===== src/rcc_defines.vh =====
// offsets, field positions, key codes, reset values and timing counts of the
// reset control block; assumes plain verilog-2005 inclusion by bare name
`ifndef RCC_DEFINES_VH
`define RCC_DEFINES_VH

// ==========================================================================
// register indices (byte address is four times the index)
`define RCC_IDX_CAUSE       16'h0fcc
`define RCC_IDX_CONFIG      16'h0fde
`define RCC_IDX_KEY         16'h0fdf
`define RCC_ADDR_CAUSE      16'h3f30
`define RCC_ADDR_CONFIG     16'h3f78
`define RCC_ADDR_KEY        16'h3f7c

// ==========================================================================
// key codes
`define RCC_KEY_EXT_DIS     8'hb2
`define RCC_KEY_CFG12       8'hd4
`define RCC_KEY_FLAG_CLR    8'h71

// ==========================================================================
// field positions
`define RCC_CFG_EXT_DIS     0
`define RCC_CFG_BIT1        1
`define RCC_CFG_BIT2        2
`define RCC_CAUSE_WDT       0
`define RCC_CAUSE_SYSCLK    1
`define RCC_CAUSE_VD1       2
`define RCC_CAUSE_VD2       3
`define RCC_CAUSE_TRIM      4
`define RCC_CAUSE_TRIM_BAD  5
`define RCC_CAUSE_FLASH     6
`define RCC_CAUSE_FCLR      7

// ==========================================================================
// reset values
`define RCC_CFG_RESET       3'h0
`define RCC_CAUSE_RESET     7'h00
`define RCC_VECTOR_ADDR     16'hfffe

// ==========================================================================
// timing: warm-up length in high-frequency clock cycles (plain default)
`define RCC_WARMUP_CYCLES   16'h0800

`endif


===== src/rcc_reset_ctrl.v =====
// reset control: merges eight reset sources, times the warm-up release,
// and holds the protected configuration and reset-cause registers on apb.
// assumes ref_clk_in is the high-frequency oscillator clock, internal reset
// sources are synchronous one-cycle or longer levels, rst_b_in is power-on.
//
// What this block does
// eight sources (pin, power-on, vd1, vd2, watchdog, clock, trim, flash) merge into one reset
// config bit 0 committed 0 accepts the reset pin, 1 ignores it
// written disable bit takes effect only after key 0xb2 copies it in
// committed disable cleared by power-on only; written copy by every reset
// config bits 7..3 read zero; bits 2..0 read/write, reset to zero
// key 0xb2 commits bit 0, 0xd4 bits 1-2, 0x71 flag clear, others ignored
// software treats the key register as write-only, no read-modify-write
// software writes key codes only in normal high-speed mode, gear select 00
// status register bits 2..0 show the committed configuration bits
// cause flags latch on flash, trim, vd2, vd1, clock and watchdog resets
// cause bit 5 shows abnormal trimming data, apart from the trim flag
// cause flags cleared only by power-on, pin reset or flag clear procedure
// clear request plus key 0x71 zeroes all flags and drops the request
// cause bit 7 is the write-only clear request, reads as zero
// all sources feed warm-up; during reset counter, cpu, peripherals held
// after release the warm-up counter counts; cpu held until it completes
// trimming data loads into the detector ladder during warm-up
// after warm-up the cpu starts at the vector held at 0xfffe/0xffff
// a reset during warm-up resets the counter so warm-up restarts
// every source gives the same sequence except some registers and detectors
// voltage detectors disabled only by pin reset or power-on reset
// power-on and pin reset are ored, either one alone resets
// key and status share one address: writes to key, reads give status
//
// Local design decision: the APB interface to the registers.
`include "rcc_defines.vh"

module rcc_reset_ctrl
(
  // clock, reset, enable
  input  wire        ref_clk_in,
  input  wire        rst_b_in,
  input  wire        clk_en_in,
  // reset sources
  input  wire        ext_reset_b_in,
  input  wire        por_in,
  input  wire        volt_detect1_in,
  input  wire        volt_detect2_in,
  input  wire        watchdog_in,
  input  wire        sysclk_fault_in,
  input  wire        trim_fault_in,
  input  wire        flash_standby_in,
  input  wire        trim_abnormal_in,
  // apb slave
  input  wire        psel_in,
  input  wire        penable_in,
  input  wire        pwrite_in,
  input  wire [15:0] paddr_in,
  input  wire [31:0] pwdata_in,
  output wire [31:0] prdata_out,
  output wire        pready_out,
  output wire        pslverr_out,
  // reset outputs
  output wire        sys_reset_b_out,
  output wire        cpu_reset_b_out,
  output wire        warmup_active_out,
  output wire        trim_load_out,
  output wire        volt_detect_disable_out,
  output wire        cpu_start_out,
  output wire [15:0] reset_vector_addr_out,
  output wire [2:0]  config_committed_out
);

  // ========================================================================
  // state encoding
  localparam [1:0] ST_RESET  = 2'h0;
  localparam [1:0] ST_WARMUP = 2'h1;
  localparam [1:0] ST_RUN    = 2'h2;

  // ========================================================================
  // declarations
  reg         ext_s1_r;
  reg         ext_s2_r;
  reg         ext_s3_r;
  reg         ext_lvl_b_r;
  reg  [2:0]  cfg_wr_r;
  reg  [2:0]  cfg_com_r;
  reg  [6:0]  cause_r;
  reg         fclr_req_r;
  reg  [1:0]  state_r;
  reg  [15:0] wu_cnt_r;
  reg         sys_reset_b_r;
  reg         cpu_reset_b_r;
  reg         warmup_r;
  reg         trim_load_r;
  reg         vd_dis_r;
  reg         cpu_start_r;
  reg  [15:0] vector_r;
  reg  [31:0] prdata_r;
  reg         pready_r;
  reg         pslverr_r;
  reg  [31:0] rd_nxt;
  reg         err_nxt;
  reg  [1:0]  state_nxt;
  reg  [6:0]  cause_nxt;

  wire        ext_active;
  wire        pin_or_por;
  wire        internal_rst;
  wire        any_rst;
  wire        acc;
  wire        wr_en;
  wire        hit_cause;
  wire        hit_cfg;
  wire        hit_key;
  wire [7:0]  wbyte;
  wire        key_flag_clr;
  wire [6:0]  cause_set;

  // ========================================================================
  // reset pin synchroniser: a change counts once stages two and three agree
  always @(posedge ref_clk_in or negedge rst_b_in)
  begin
    if (!rst_b_in)
    begin
      ext_s1_r    <= 1'b1;
      ext_s2_r    <= 1'b1;
      ext_s3_r    <= 1'b1;
      ext_lvl_b_r <= 1'b1;
    end
    else if (clk_en_in)
    begin
      ext_s1_r <= ext_reset_b_in;
      ext_s2_r <= ext_s1_r;
      ext_s3_r <= ext_s2_r;
      if (ext_s2_r == ext_s3_r)
      begin
        ext_lvl_b_r <= ext_s3_r;
      end
    end
  end

  // ========================================================================
  // reset merging
  assign ext_active   = !ext_lvl_b_r && !cfg_com_r[`RCC_CFG_EXT_DIS];
  assign pin_or_por   = ext_active || por_in;
  assign internal_rst = volt_detect1_in || volt_detect2_in || watchdog_in ||
                        sysclk_fault_in || trim_fault_in || flash_standby_in;
  assign any_rst      = pin_or_por || internal_rst;

  // ========================================================================
  // apb decode
  assign acc       = psel_in && penable_in && pready_r;
  assign wr_en     = acc && pwrite_in && !err_nxt;
  assign wbyte     = pwdata_in[7:0];
  assign hit_cause = (paddr_in == `RCC_ADDR_CAUSE);
  assign hit_cfg   = (paddr_in == `RCC_ADDR_CONFIG);
  assign hit_key   = (paddr_in == `RCC_ADDR_KEY);
  assign key_flag_clr = wr_en && hit_key && (wbyte == `RCC_KEY_FLAG_CLR) &&
                        fclr_req_r;

  always @*
  begin
    rd_nxt  = 32'h0000_0000;
    err_nxt = 1'b0;
    if (hit_cause)
    begin
      rd_nxt = {25'h0000000, cause_r};
    end
    else if (hit_cfg)
    begin
      rd_nxt = {29'h00000000, cfg_wr_r};
    end
    else if (hit_key)
    begin
      rd_nxt = {29'h00000000, cfg_com_r};
    end
    else
    begin
      err_nxt = 1'b1;
    end
  end

  // one wait state: pready rises in the second access cycle
  always @(posedge ref_clk_in or negedge rst_b_in)
  begin
    if (!rst_b_in)
    begin
      pready_r  <= 1'b0;
      pslverr_r <= 1'b0;
      prdata_r  <= 32'h0000_0000;
    end
    else if (clk_en_in)
    begin
      pready_r  <= psel_in && penable_in && !pready_r;
      pslverr_r <= psel_in && penable_in && !pready_r && err_nxt;
      if (psel_in && penable_in && !pready_r && !pwrite_in)
      begin
        prdata_r <= rd_nxt;
      end
      else
      begin
        prdata_r <= 32'h0000_0000;
      end
    end
  end

  // ========================================================================
  // configuration: written copy and committed copy
  always @(posedge ref_clk_in or negedge rst_b_in)
  begin
    if (!rst_b_in)
    begin
      cfg_wr_r  <= `RCC_CFG_RESET;
      cfg_com_r <= `RCC_CFG_RESET;
    end
    else if (clk_en_in)
    begin
      if (any_rst)
      begin
        cfg_wr_r <= `RCC_CFG_RESET;
      end
      else if (wr_en && hit_cfg)
      begin
        cfg_wr_r <= wbyte[2:0];
      end
      if (por_in)
      begin
        cfg_com_r <= `RCC_CFG_RESET;
      end
      else if (wr_en && hit_key && (wbyte == `RCC_KEY_EXT_DIS))
      begin
        cfg_com_r[`RCC_CFG_EXT_DIS] <= cfg_wr_r[`RCC_CFG_EXT_DIS];
      end
      else if (wr_en && hit_key && (wbyte == `RCC_KEY_CFG12))
      begin
        cfg_com_r[2:1] <= cfg_wr_r[2:1];
      end
    end
  end

  // ========================================================================
  // reset-cause flags: a new event wins over a clear in the same cycle
  assign cause_set = {flash_standby_in, trim_abnormal_in, trim_fault_in,
                      volt_detect2_in, volt_detect1_in, sysclk_fault_in,
                      watchdog_in};

  always @*
  begin
    cause_nxt = cause_r;
    if (pin_or_por || key_flag_clr)
    begin
      cause_nxt = `RCC_CAUSE_RESET;
    end
    cause_nxt = cause_nxt | cause_set;
  end

  always @(posedge ref_clk_in or negedge rst_b_in)
  begin
    if (!rst_b_in)
    begin
      cause_r    <= `RCC_CAUSE_RESET;
      fclr_req_r <= 1'b0;
    end
    else if (clk_en_in)
    begin
      cause_r <= cause_nxt;
      if (any_rst || key_flag_clr)
      begin
        fclr_req_r <= 1'b0;
      end
      else if (wr_en && hit_cause)
      begin
        fclr_req_r <= wbyte[`RCC_CAUSE_FCLR];
      end
    end
  end

  // ========================================================================
  // reset sequencer: hold, warm-up, run
  always @*
  begin
    state_nxt = state_r;
    case (state_r)
      ST_RESET:
        if (!any_rst)
        begin
          state_nxt = ST_WARMUP;
        end
      ST_WARMUP:
        if (any_rst)
        begin
          state_nxt = ST_RESET;
        end
        else if (wu_cnt_r == `RCC_WARMUP_CYCLES - 16'h0001)
        begin
          state_nxt = ST_RUN;
        end
      ST_RUN:
        if (any_rst)
        begin
          state_nxt = ST_RESET;
        end
      default:
        state_nxt = ST_RESET;
    endcase
  end

  always @(posedge ref_clk_in or negedge rst_b_in)
  begin
    if (!rst_b_in)
    begin
      state_r       <= ST_RESET;
      wu_cnt_r      <= 16'h0000;
      sys_reset_b_r <= 1'b0;
      cpu_reset_b_r <= 1'b0;
      warmup_r      <= 1'b0;
      trim_load_r   <= 1'b0;
      vd_dis_r      <= 1'b1;
      cpu_start_r   <= 1'b0;
      vector_r      <= `RCC_VECTOR_ADDR;
    end
    else if (clk_en_in)
    begin
      state_r <= state_nxt;
      if (state_nxt == ST_WARMUP && state_r == ST_WARMUP)
      begin
        wu_cnt_r <= wu_cnt_r + 16'h0001;
      end
      else
      begin
        wu_cnt_r <= 16'h0000;
      end
      sys_reset_b_r <= (state_nxt != ST_RESET);
      cpu_reset_b_r <= (state_nxt == ST_RUN);
      warmup_r      <= (state_nxt == ST_WARMUP);
      trim_load_r   <= (state_nxt == ST_WARMUP);
      vd_dis_r      <= pin_or_por;
      cpu_start_r   <= (state_nxt == ST_RUN) && (state_r == ST_WARMUP);
      vector_r      <= `RCC_VECTOR_ADDR;
    end
  end

  // ========================================================================
  // outputs
  assign prdata_out              = prdata_r;
  assign pready_out              = pready_r;
  assign pslverr_out             = pslverr_r;
  assign sys_reset_b_out         = sys_reset_b_r;
  assign cpu_reset_b_out         = cpu_reset_b_r;
  assign warmup_active_out       = warmup_r;
  assign trim_load_out           = trim_load_r;
  assign volt_detect_disable_out = vd_dis_r;
  assign cpu_start_out           = cpu_start_r;
  assign reset_vector_addr_out   = vector_r;
  assign config_committed_out    = cfg_com_r;

endmodule


===== config.mk =====
export PLATFORM = sky130hd
export DESIGN_NAME = rcc_reset_ctrl
export DESIGN_NICKNAME = d
export VERILOG_FILES = /design/src/rcc_reset_ctrl.v
export VERILOG_INCLUDE_DIRS = /design/src
export SDC_FILE = /design/constraint.sdc
export NUM_CORES = 1
export LEC_CHECK = 0
export BUFFER_PORTS_ARGS = -buffer_cell sky130_fd_sc_hd__buf_2
export CAP_MARGIN = 20
export CORE_MARGIN = 2
export CORE_UTILIZATION = 48
export CTS_CLUSTER_DIAMETER = 120
export DETAILED_ROUTE_END_ITERATION = 16
export PLACE_DENSITY = 0.79
export SETUP_SLACK_MARGIN = 0.15
export SKIP_LAST_GASP = 1
export SLEW_MARGIN = 20
export SYNTH_ARGS = -nofsm -noshare
export SYNTH_HDL_FRONTEND = slang
export SYNTH_SLANG_ARGS = --single-unit

===== constraint.sdc =====
create_clock -name ref_clk_in -period 2.8 [get_ports ref_clk_in]
set_input_delay 0.28 -clock ref_clk_in [delete_from_list [all_inputs] [get_ports ref_clk_in]]
set_output_delay 0.28 -clock ref_clk_in [all_outputs]
set_load 0.01 [all_outputs]

==> out/metrics.csv, run 1 <==
metric,value,unit
skew,5.92,ps
drc,0,
place_area,3140,um^2
dieHeight,82.3,um
min_path_type,primary input to asynchronous set/reset pin,
die_width,82.3,um
reg2reg_depth,6,
synth_area,2940,um^2
cp.arrival,2570,ps
gr-total-overflow,0,
die_area,6770,um^2
coreArea,5920,um^2
synth.avg_cell_area,9.68,um^2
critPathLaunchType,flip-flop,
finalCritPeriodShare,0.845,
fmax,423,MHz
end_kind,flip-flop,
netlist_instances,304,
r2r_slack,430,ps
cp.required,3000,ps
yosysWarnings,0,
grt_use_met2,0.320,
slew_viol_final,0,
grt_pass1_wl,9.87,mm
path_clk_slew,90,ps
vias,2319,
synth_xor_area_frac,0.0387,
num-nets-final,427,
grt_max_degree,51,
grt_util_met3,0.0359,
violations,negative hold slack,
drive_gt1_frac,0.245,
portBuffers,56,
drt_iter0_markers,141,
reg2reg_to,wu_cnt_r[4],
cts_resized,0,
dr.pass1.iters,4,
track_usage,0.191,
numCtsBuffers,5,
io_pins,122,
dp_hpwl,4.45,mm
reg2reg_from,wu_cnt_r[0],
initial_core_util,0.497,
hold_viol,43,
power_density,496,nW/um^2
synth-edff-count,0,
synth-simple-area-share,0.216,
drt-vias-per-instance,5.28,
rsz0062_at_grt,false,
stdcell_area,3280,um^2
setup-tns-final,0,ps
maxSlewHeadroom,0.398,
clock_path_buffers,2,
status,"finished, violations left",
finalSetupViolCount,0,
antenna_cells,0,
p_leak,1.50,nW
synth_top_family_by_area,simple AND/OR/NAND/NOR gates,
synth-seq-area-share,0.427,
fp-row-count,28,
period_needed,2370,ps
synth_seq_cells,50,
avgRoutedWirePerCell,13.5,um
synth.distinct_cells,50,
insertion_delay,310,ps
antenna_found_initial,0,
postCtsSetupBuffers,0,
grt_busiest_layer,met2,
ant_nets,0,
cts_max_level,2,
ys.flop_type,dfrtp_1,
synth-async-reset-ratio,1.00,
path_max_fanout,7,
synthAdderAreaFrac,0.00425,
synthToLayoutAreaGrowth,11.6,%
grt_pass1_vias,2108,
synthMuxAreaShare,0.0493,
holdWs,-17.5,ps
gp_congestion,0.840,
cts_tree,done,
grt_use_met1,0.251,
cts-root-buf,clkbuf_8,
synth_compound_area_frac,0.117,
drt-total-wl,5.92,mm
peakVddDrop,0.000307,V
maxCapViolations,0,
worst_pin_slew,894,ps
ctsHoldBuffers,0,
cts_sinks,50,
critPathKind,flip-flop to flip-flop,
## sequential cells by signal (all words and copies together) (netlist names), 2 cells and up
name	flops
wu_cnt_r	16
cfg_wr_r	3
config_committed_out	3
prdata_out	7
cause_r	7
state_r	2
## final cells by class
| type | count | area [um^2] |
|---|---|---|
| clock buffers | 5 | 68.8 |
| clock inverters | 3 | 68.8 |
| fillers | 536 | 2640 |
| inverters | 15 | 56.3 |
| multi-input cells | 228 | 1400 |
| flip-flops and latches | 50 | 1260 |
| well taps | 75 | 93.8 |
| repair buffers | 63 | 335 |
## power breakdown
part           switching (mW)  total, mW  internal (mW)
Clock                   0.250      0.608          0.358
Combinational           0.129      0.207         0.0772
Sequential             0.0356      0.814          0.778
## worst max path at each step
stage                     depth (start not counted)        start  slack [ps]            to
after floorplan                                   6  wu_cnt_r[0]         800  wu_cnt_r[10]
after global placement                            6  wu_cnt_r[0]         520   wu_cnt_r[3]
after detailed placement                          6  wu_cnt_r[0]         500   wu_cnt_r[4]
after CTS                                         6  wu_cnt_r[0]         430   wu_cnt_r[3]
after global routing                              6  wu_cnt_r[0]         350   wu_cnt_r[6]
final                                             6  wu_cnt_r[0]         430   wu_cnt_r[4]
## synthesized netlist by cell type, types with 3 or more instances
library cell  count  area share
dfrtp_1          45        0.38
buf_4            42        0.11
nand2_1          22       0.028
nor2_1           22       0.028
o21ai_0          19       0.032
inv_1            14       0.018
nand4_1          13       0.028
xnor2_1          11       0.033
a22o_1           10       0.030
mux2i_1          10       0.034
nor3_1           10       0.017
nor4_1            6       0.013
clkbuf_1          5      0.0064
dfstp_2           5       0.045
a21oi_1           4      0.0068
and3b_1           4       0.012
mux2_2            4       0.015
nand3_1           4      0.0068
o2bb2ai_1         4       0.012
or4_1             4       0.010
nand2b_1          3      0.0064
nor4bb_1          3       0.010
o22ai_1           3      0.0064
## kinds of logic after synthesis
group           count (synthesis)
simple gates                  109
buf+inv                        65
compound gates                 50
flops                          50
mux                            14
xor+xnor                       13
other cells                     2
fa+ha+maj                       1
## metrics by stage
| stage | utilization | cells | power, mW | setup slack (ps) | hold slack, ps |
|---|---|---|---|---|---|
| after detailed placement | 0.531 | 431 | 1.04 | 500 | 471 |
| after global routing | 0.555 | 439 | 1.71 | 352 | 27.6 |
| after global placement | 0.531 | 431 | 1.03 | 518 | 476 |
| after floorplan | - | 343 | 0.990 | 800 | -15.6 |
| after CTS | 0.554 | 439 | 1.65 | 432 | 189 |
| final | 0.555 | 439 | 1.63 | 433 | -17.5 |
## cell usage in the layout (no fill, tap or decap), types with 3 or more instances in the layout
master,count
buf_4,8
or4_1,4
nor3_1,10
o21ai_0,19
mux2i_1,10
clkbuf_8,5
nand2b_1,3
nor4bb_1,3
nor2_1,22
mux2_2,4
a22o_1,10
o2bb2ai_1,4
xnor2_1,11
dfrtp_1,45
nand3_1,4
dfstp_2,5
and3b_1,4
conb_1,41
nor4_1,6
inv_1,14
nand4_1,13
a21oi_1,4
o22ai_1,3
buf_2,55
nand2_1,22
## per-layer routing
metal	up-vias	share of wire
met3	7	0.069
met5	-	0
met4	0	0.012
li1	1128	-
met1	1100	0.43
met2	84	0.49
## critical path, stage by stage (launching register included)
cell     delay (ps)
dfrtp_1         420
ha_1            290
or4bb_1         420
or4_4           470
a31oi_2         390
buf_4           220
nor2_1           50
Note: power is estimated with default switching activity, not from simulation.
==> run 2: changes to the inputs <==
Settings changed: ABC_AREA from default to 1, CORE_UTILIZATION 48 to 49, PLACE_DENSITY 0.79 to 0.8.
Clock period 2.8 ns to 2.3 ns, I/O delays scaled along.
==> out/metrics.csv, run 2 <==
metric,value,unit
ys.flop_type,dfrtp_1,
final_cell_mix,"nand2_1 (127), buf_2 (56), nor2_1 (46)",
synth.avg_cell_area,7.43,um^2
die_width,82.5,um
crit_family,simple AND/OR/NAND/NOR gates,
hold_viol,0,
path_buf_inv,2,
holdPathStages,3,
p_leak,1.77,nW
dp_slack,597,ps
cts-root-buf,clkbuf_8,
fin_ws,621,ps
antenna_found_initial,0,
worstHoldEndpoint,ext_s1_r,
fp-row-count,28,
synth_seq_cells,50,
synth.distinct_cells,32,
peakVddDrop,0.000512,V
gr-total-overflow,0,
dieHeight,82.5,um
synth_top_area_share,0.373,
holdWs,115,ps
antenna_cells,0,
initial_core_util,0.510,
grt_pass1_wl,10.5,mm
skew,4.89,ps
largest_register_ffs,16,
fmax,596,MHz
maxCapViolations,0,
cts_max_level,2,
ant_nets,0,
n_fill_cell,551,
cts_sinks,50,
worstPathCellList,"ha_1, nand2_1, inv_1, nand4_1, nor2_1, nand2_1, nand2_1, o21ai_1, inv_1, nor2_1",
track_usage,0.196,
reg2reg_to,wu_cnt_r[2],
synth-edff-count,0,
synth_area,3020,um^2
clock_path_buffers,2,
path_max_fanout,13,
status,"finished, final reports clean",
drive_gt1_frac,0.190,
end_kind,flip-flop,
final_common_cell,nand2_1,
netlist_instances,406,
period_needed,1680,ps
portBuffers,56,
area.sequential,1260,um^2
min_path_type,primary input to flip-flop,
drt_iter0_markers,161,
cts_tree,done,
stdcell_area,3330,um^2
cts_resized,0,
dp_hpwl,4.70,mm
insertion_delay,300,ps
avgRoutedWirePerCell,11.1,um
rsz0062_at_grt,false,
finalSetupViolCount,0,
drt-vias-per-instance,4.81,
io_pins,122,
yosysMostFrequentCell,nand2_1,
top_register,wu_cnt_r,
coreArea,5920,um^2
path_clk_slew,90,ps
reg2reg_from,wu_cnt_r[0],
num-nets-final,527,
synth_top_area_cell,dfrtp_1,
dr.pass1.iters,4,
power_density,523,nW/um^2
place_area,3200,um^2
yosysWarnings,0,
cp.arrival,1860,ps
synth-seq-area-share,0.417,
grt_max_degree,26,
cp.required,2480,ps
reg2reg_depth,10,
cp_common_cell,nand2_1,
gp_congestion,0.855,
critPathKind,flip-flop to flip-flop,
slowest_stage,dfrtp_1,
r2r_slack,620,ps
synth_common_cells,"nand2_1 (127), nor2_1 (46), dfrtp_1 (45)",
numCtsBuffers,5,
critPathLaunchType,flip-flop,
drt-total-wl,6.00,mm
synth-async-reset-ratio,1.00,
drc,0,
grt_pass1_vias,2414,
finalNonFillerCells,539,
die_area,6800,um^2
slew_viol_final,0,
setup-tns-final,0,ps
multiInputGateArea,1420,um^2
synthToLayoutAreaGrowth,10.2,%
hp-start,ext_reset_b_in,
dp_cells,530,
vias,2591,
finalCritPeriodShare,0.730,
max_stage_delay,400,ps
yosys-top-cells-area,"dfrtp_1 (37%), nand2_1 (16%), buf_4 (10%), nand3_1 (6.3%), nor2_1 (5.7%)",
## run 2: how the worst max path moves through the flow
stage / startpoint / depth (start not counted) / endpoint
floorplan: ext_lvl_b_r / 7 / wu_cnt_r[10]
global placement: clk_en_in / 8 / wu_cnt_r[15]
detailed placement: clk_en_in / 8 / wu_cnt_r[15]
CTS: wu_cnt_r[0] / 10 / wu_cnt_r[4]
global route: wu_cnt_r[0] / 10 / wu_cnt_r[14]
finish: wu_cnt_r[0] / 10 / wu_cnt_r[2]
## run 2: what timing repair did
action | CTS | global route
hold buffers | 1 | 0
endpoints found under the hold margin | 7 | 0
buffers inserted | 0 | 0
## run 2: cells by family after synthesis
family,synth area share
simple gates,0.350
fa+ha+maj,0.00415
flops,0.417
buf+inv,0.162
compound gates,0.0419
other cells,0.00249
xor+xnor,0.0232
## run 2: tightest hold or removal path, cell delays in order
cell and delay [ps]:
buf_2 90, nand2_1 50, nand2_1 50
## run 2: final cells by class
cell class | count | area share
clock buffers | 5 | 0.0207
clock inverters | 3 | 0.0135
inverters | 34 | 0.0395
multi-input cells | 312 | 0.426
flip-flops and latches | 50 | 0.378
well taps | 75 | 0.0282
repair buffers | 60 | 0.0940
## run 2: layer usage
metal,wire [um],track usage
met1,2640,0.246
met2,2960,0.353
met3,342,0.0380
met4,54,0.0350
met5,0,0
## run 2: where the power goes
part | switching, mW | internal (mW) | total, mW
logic | 0.128 | 0.0584 | 0.187
clock network | 0.297 | 0.324 | 0.620
registers | 0.0178 | 0.915 | 0.932
total | 0.443 | 1.30 | 1.74
## run 2: metrics by stage
step / utilization / power (mW)
after floorplan: - / 1.10
after global placement: 0.541 / 1.13
after detailed placement: 0.541 / 1.13
after CTS: 0.562 / 1.75
after global routing: 0.562 / 1.82
final: 0.562 / 1.74
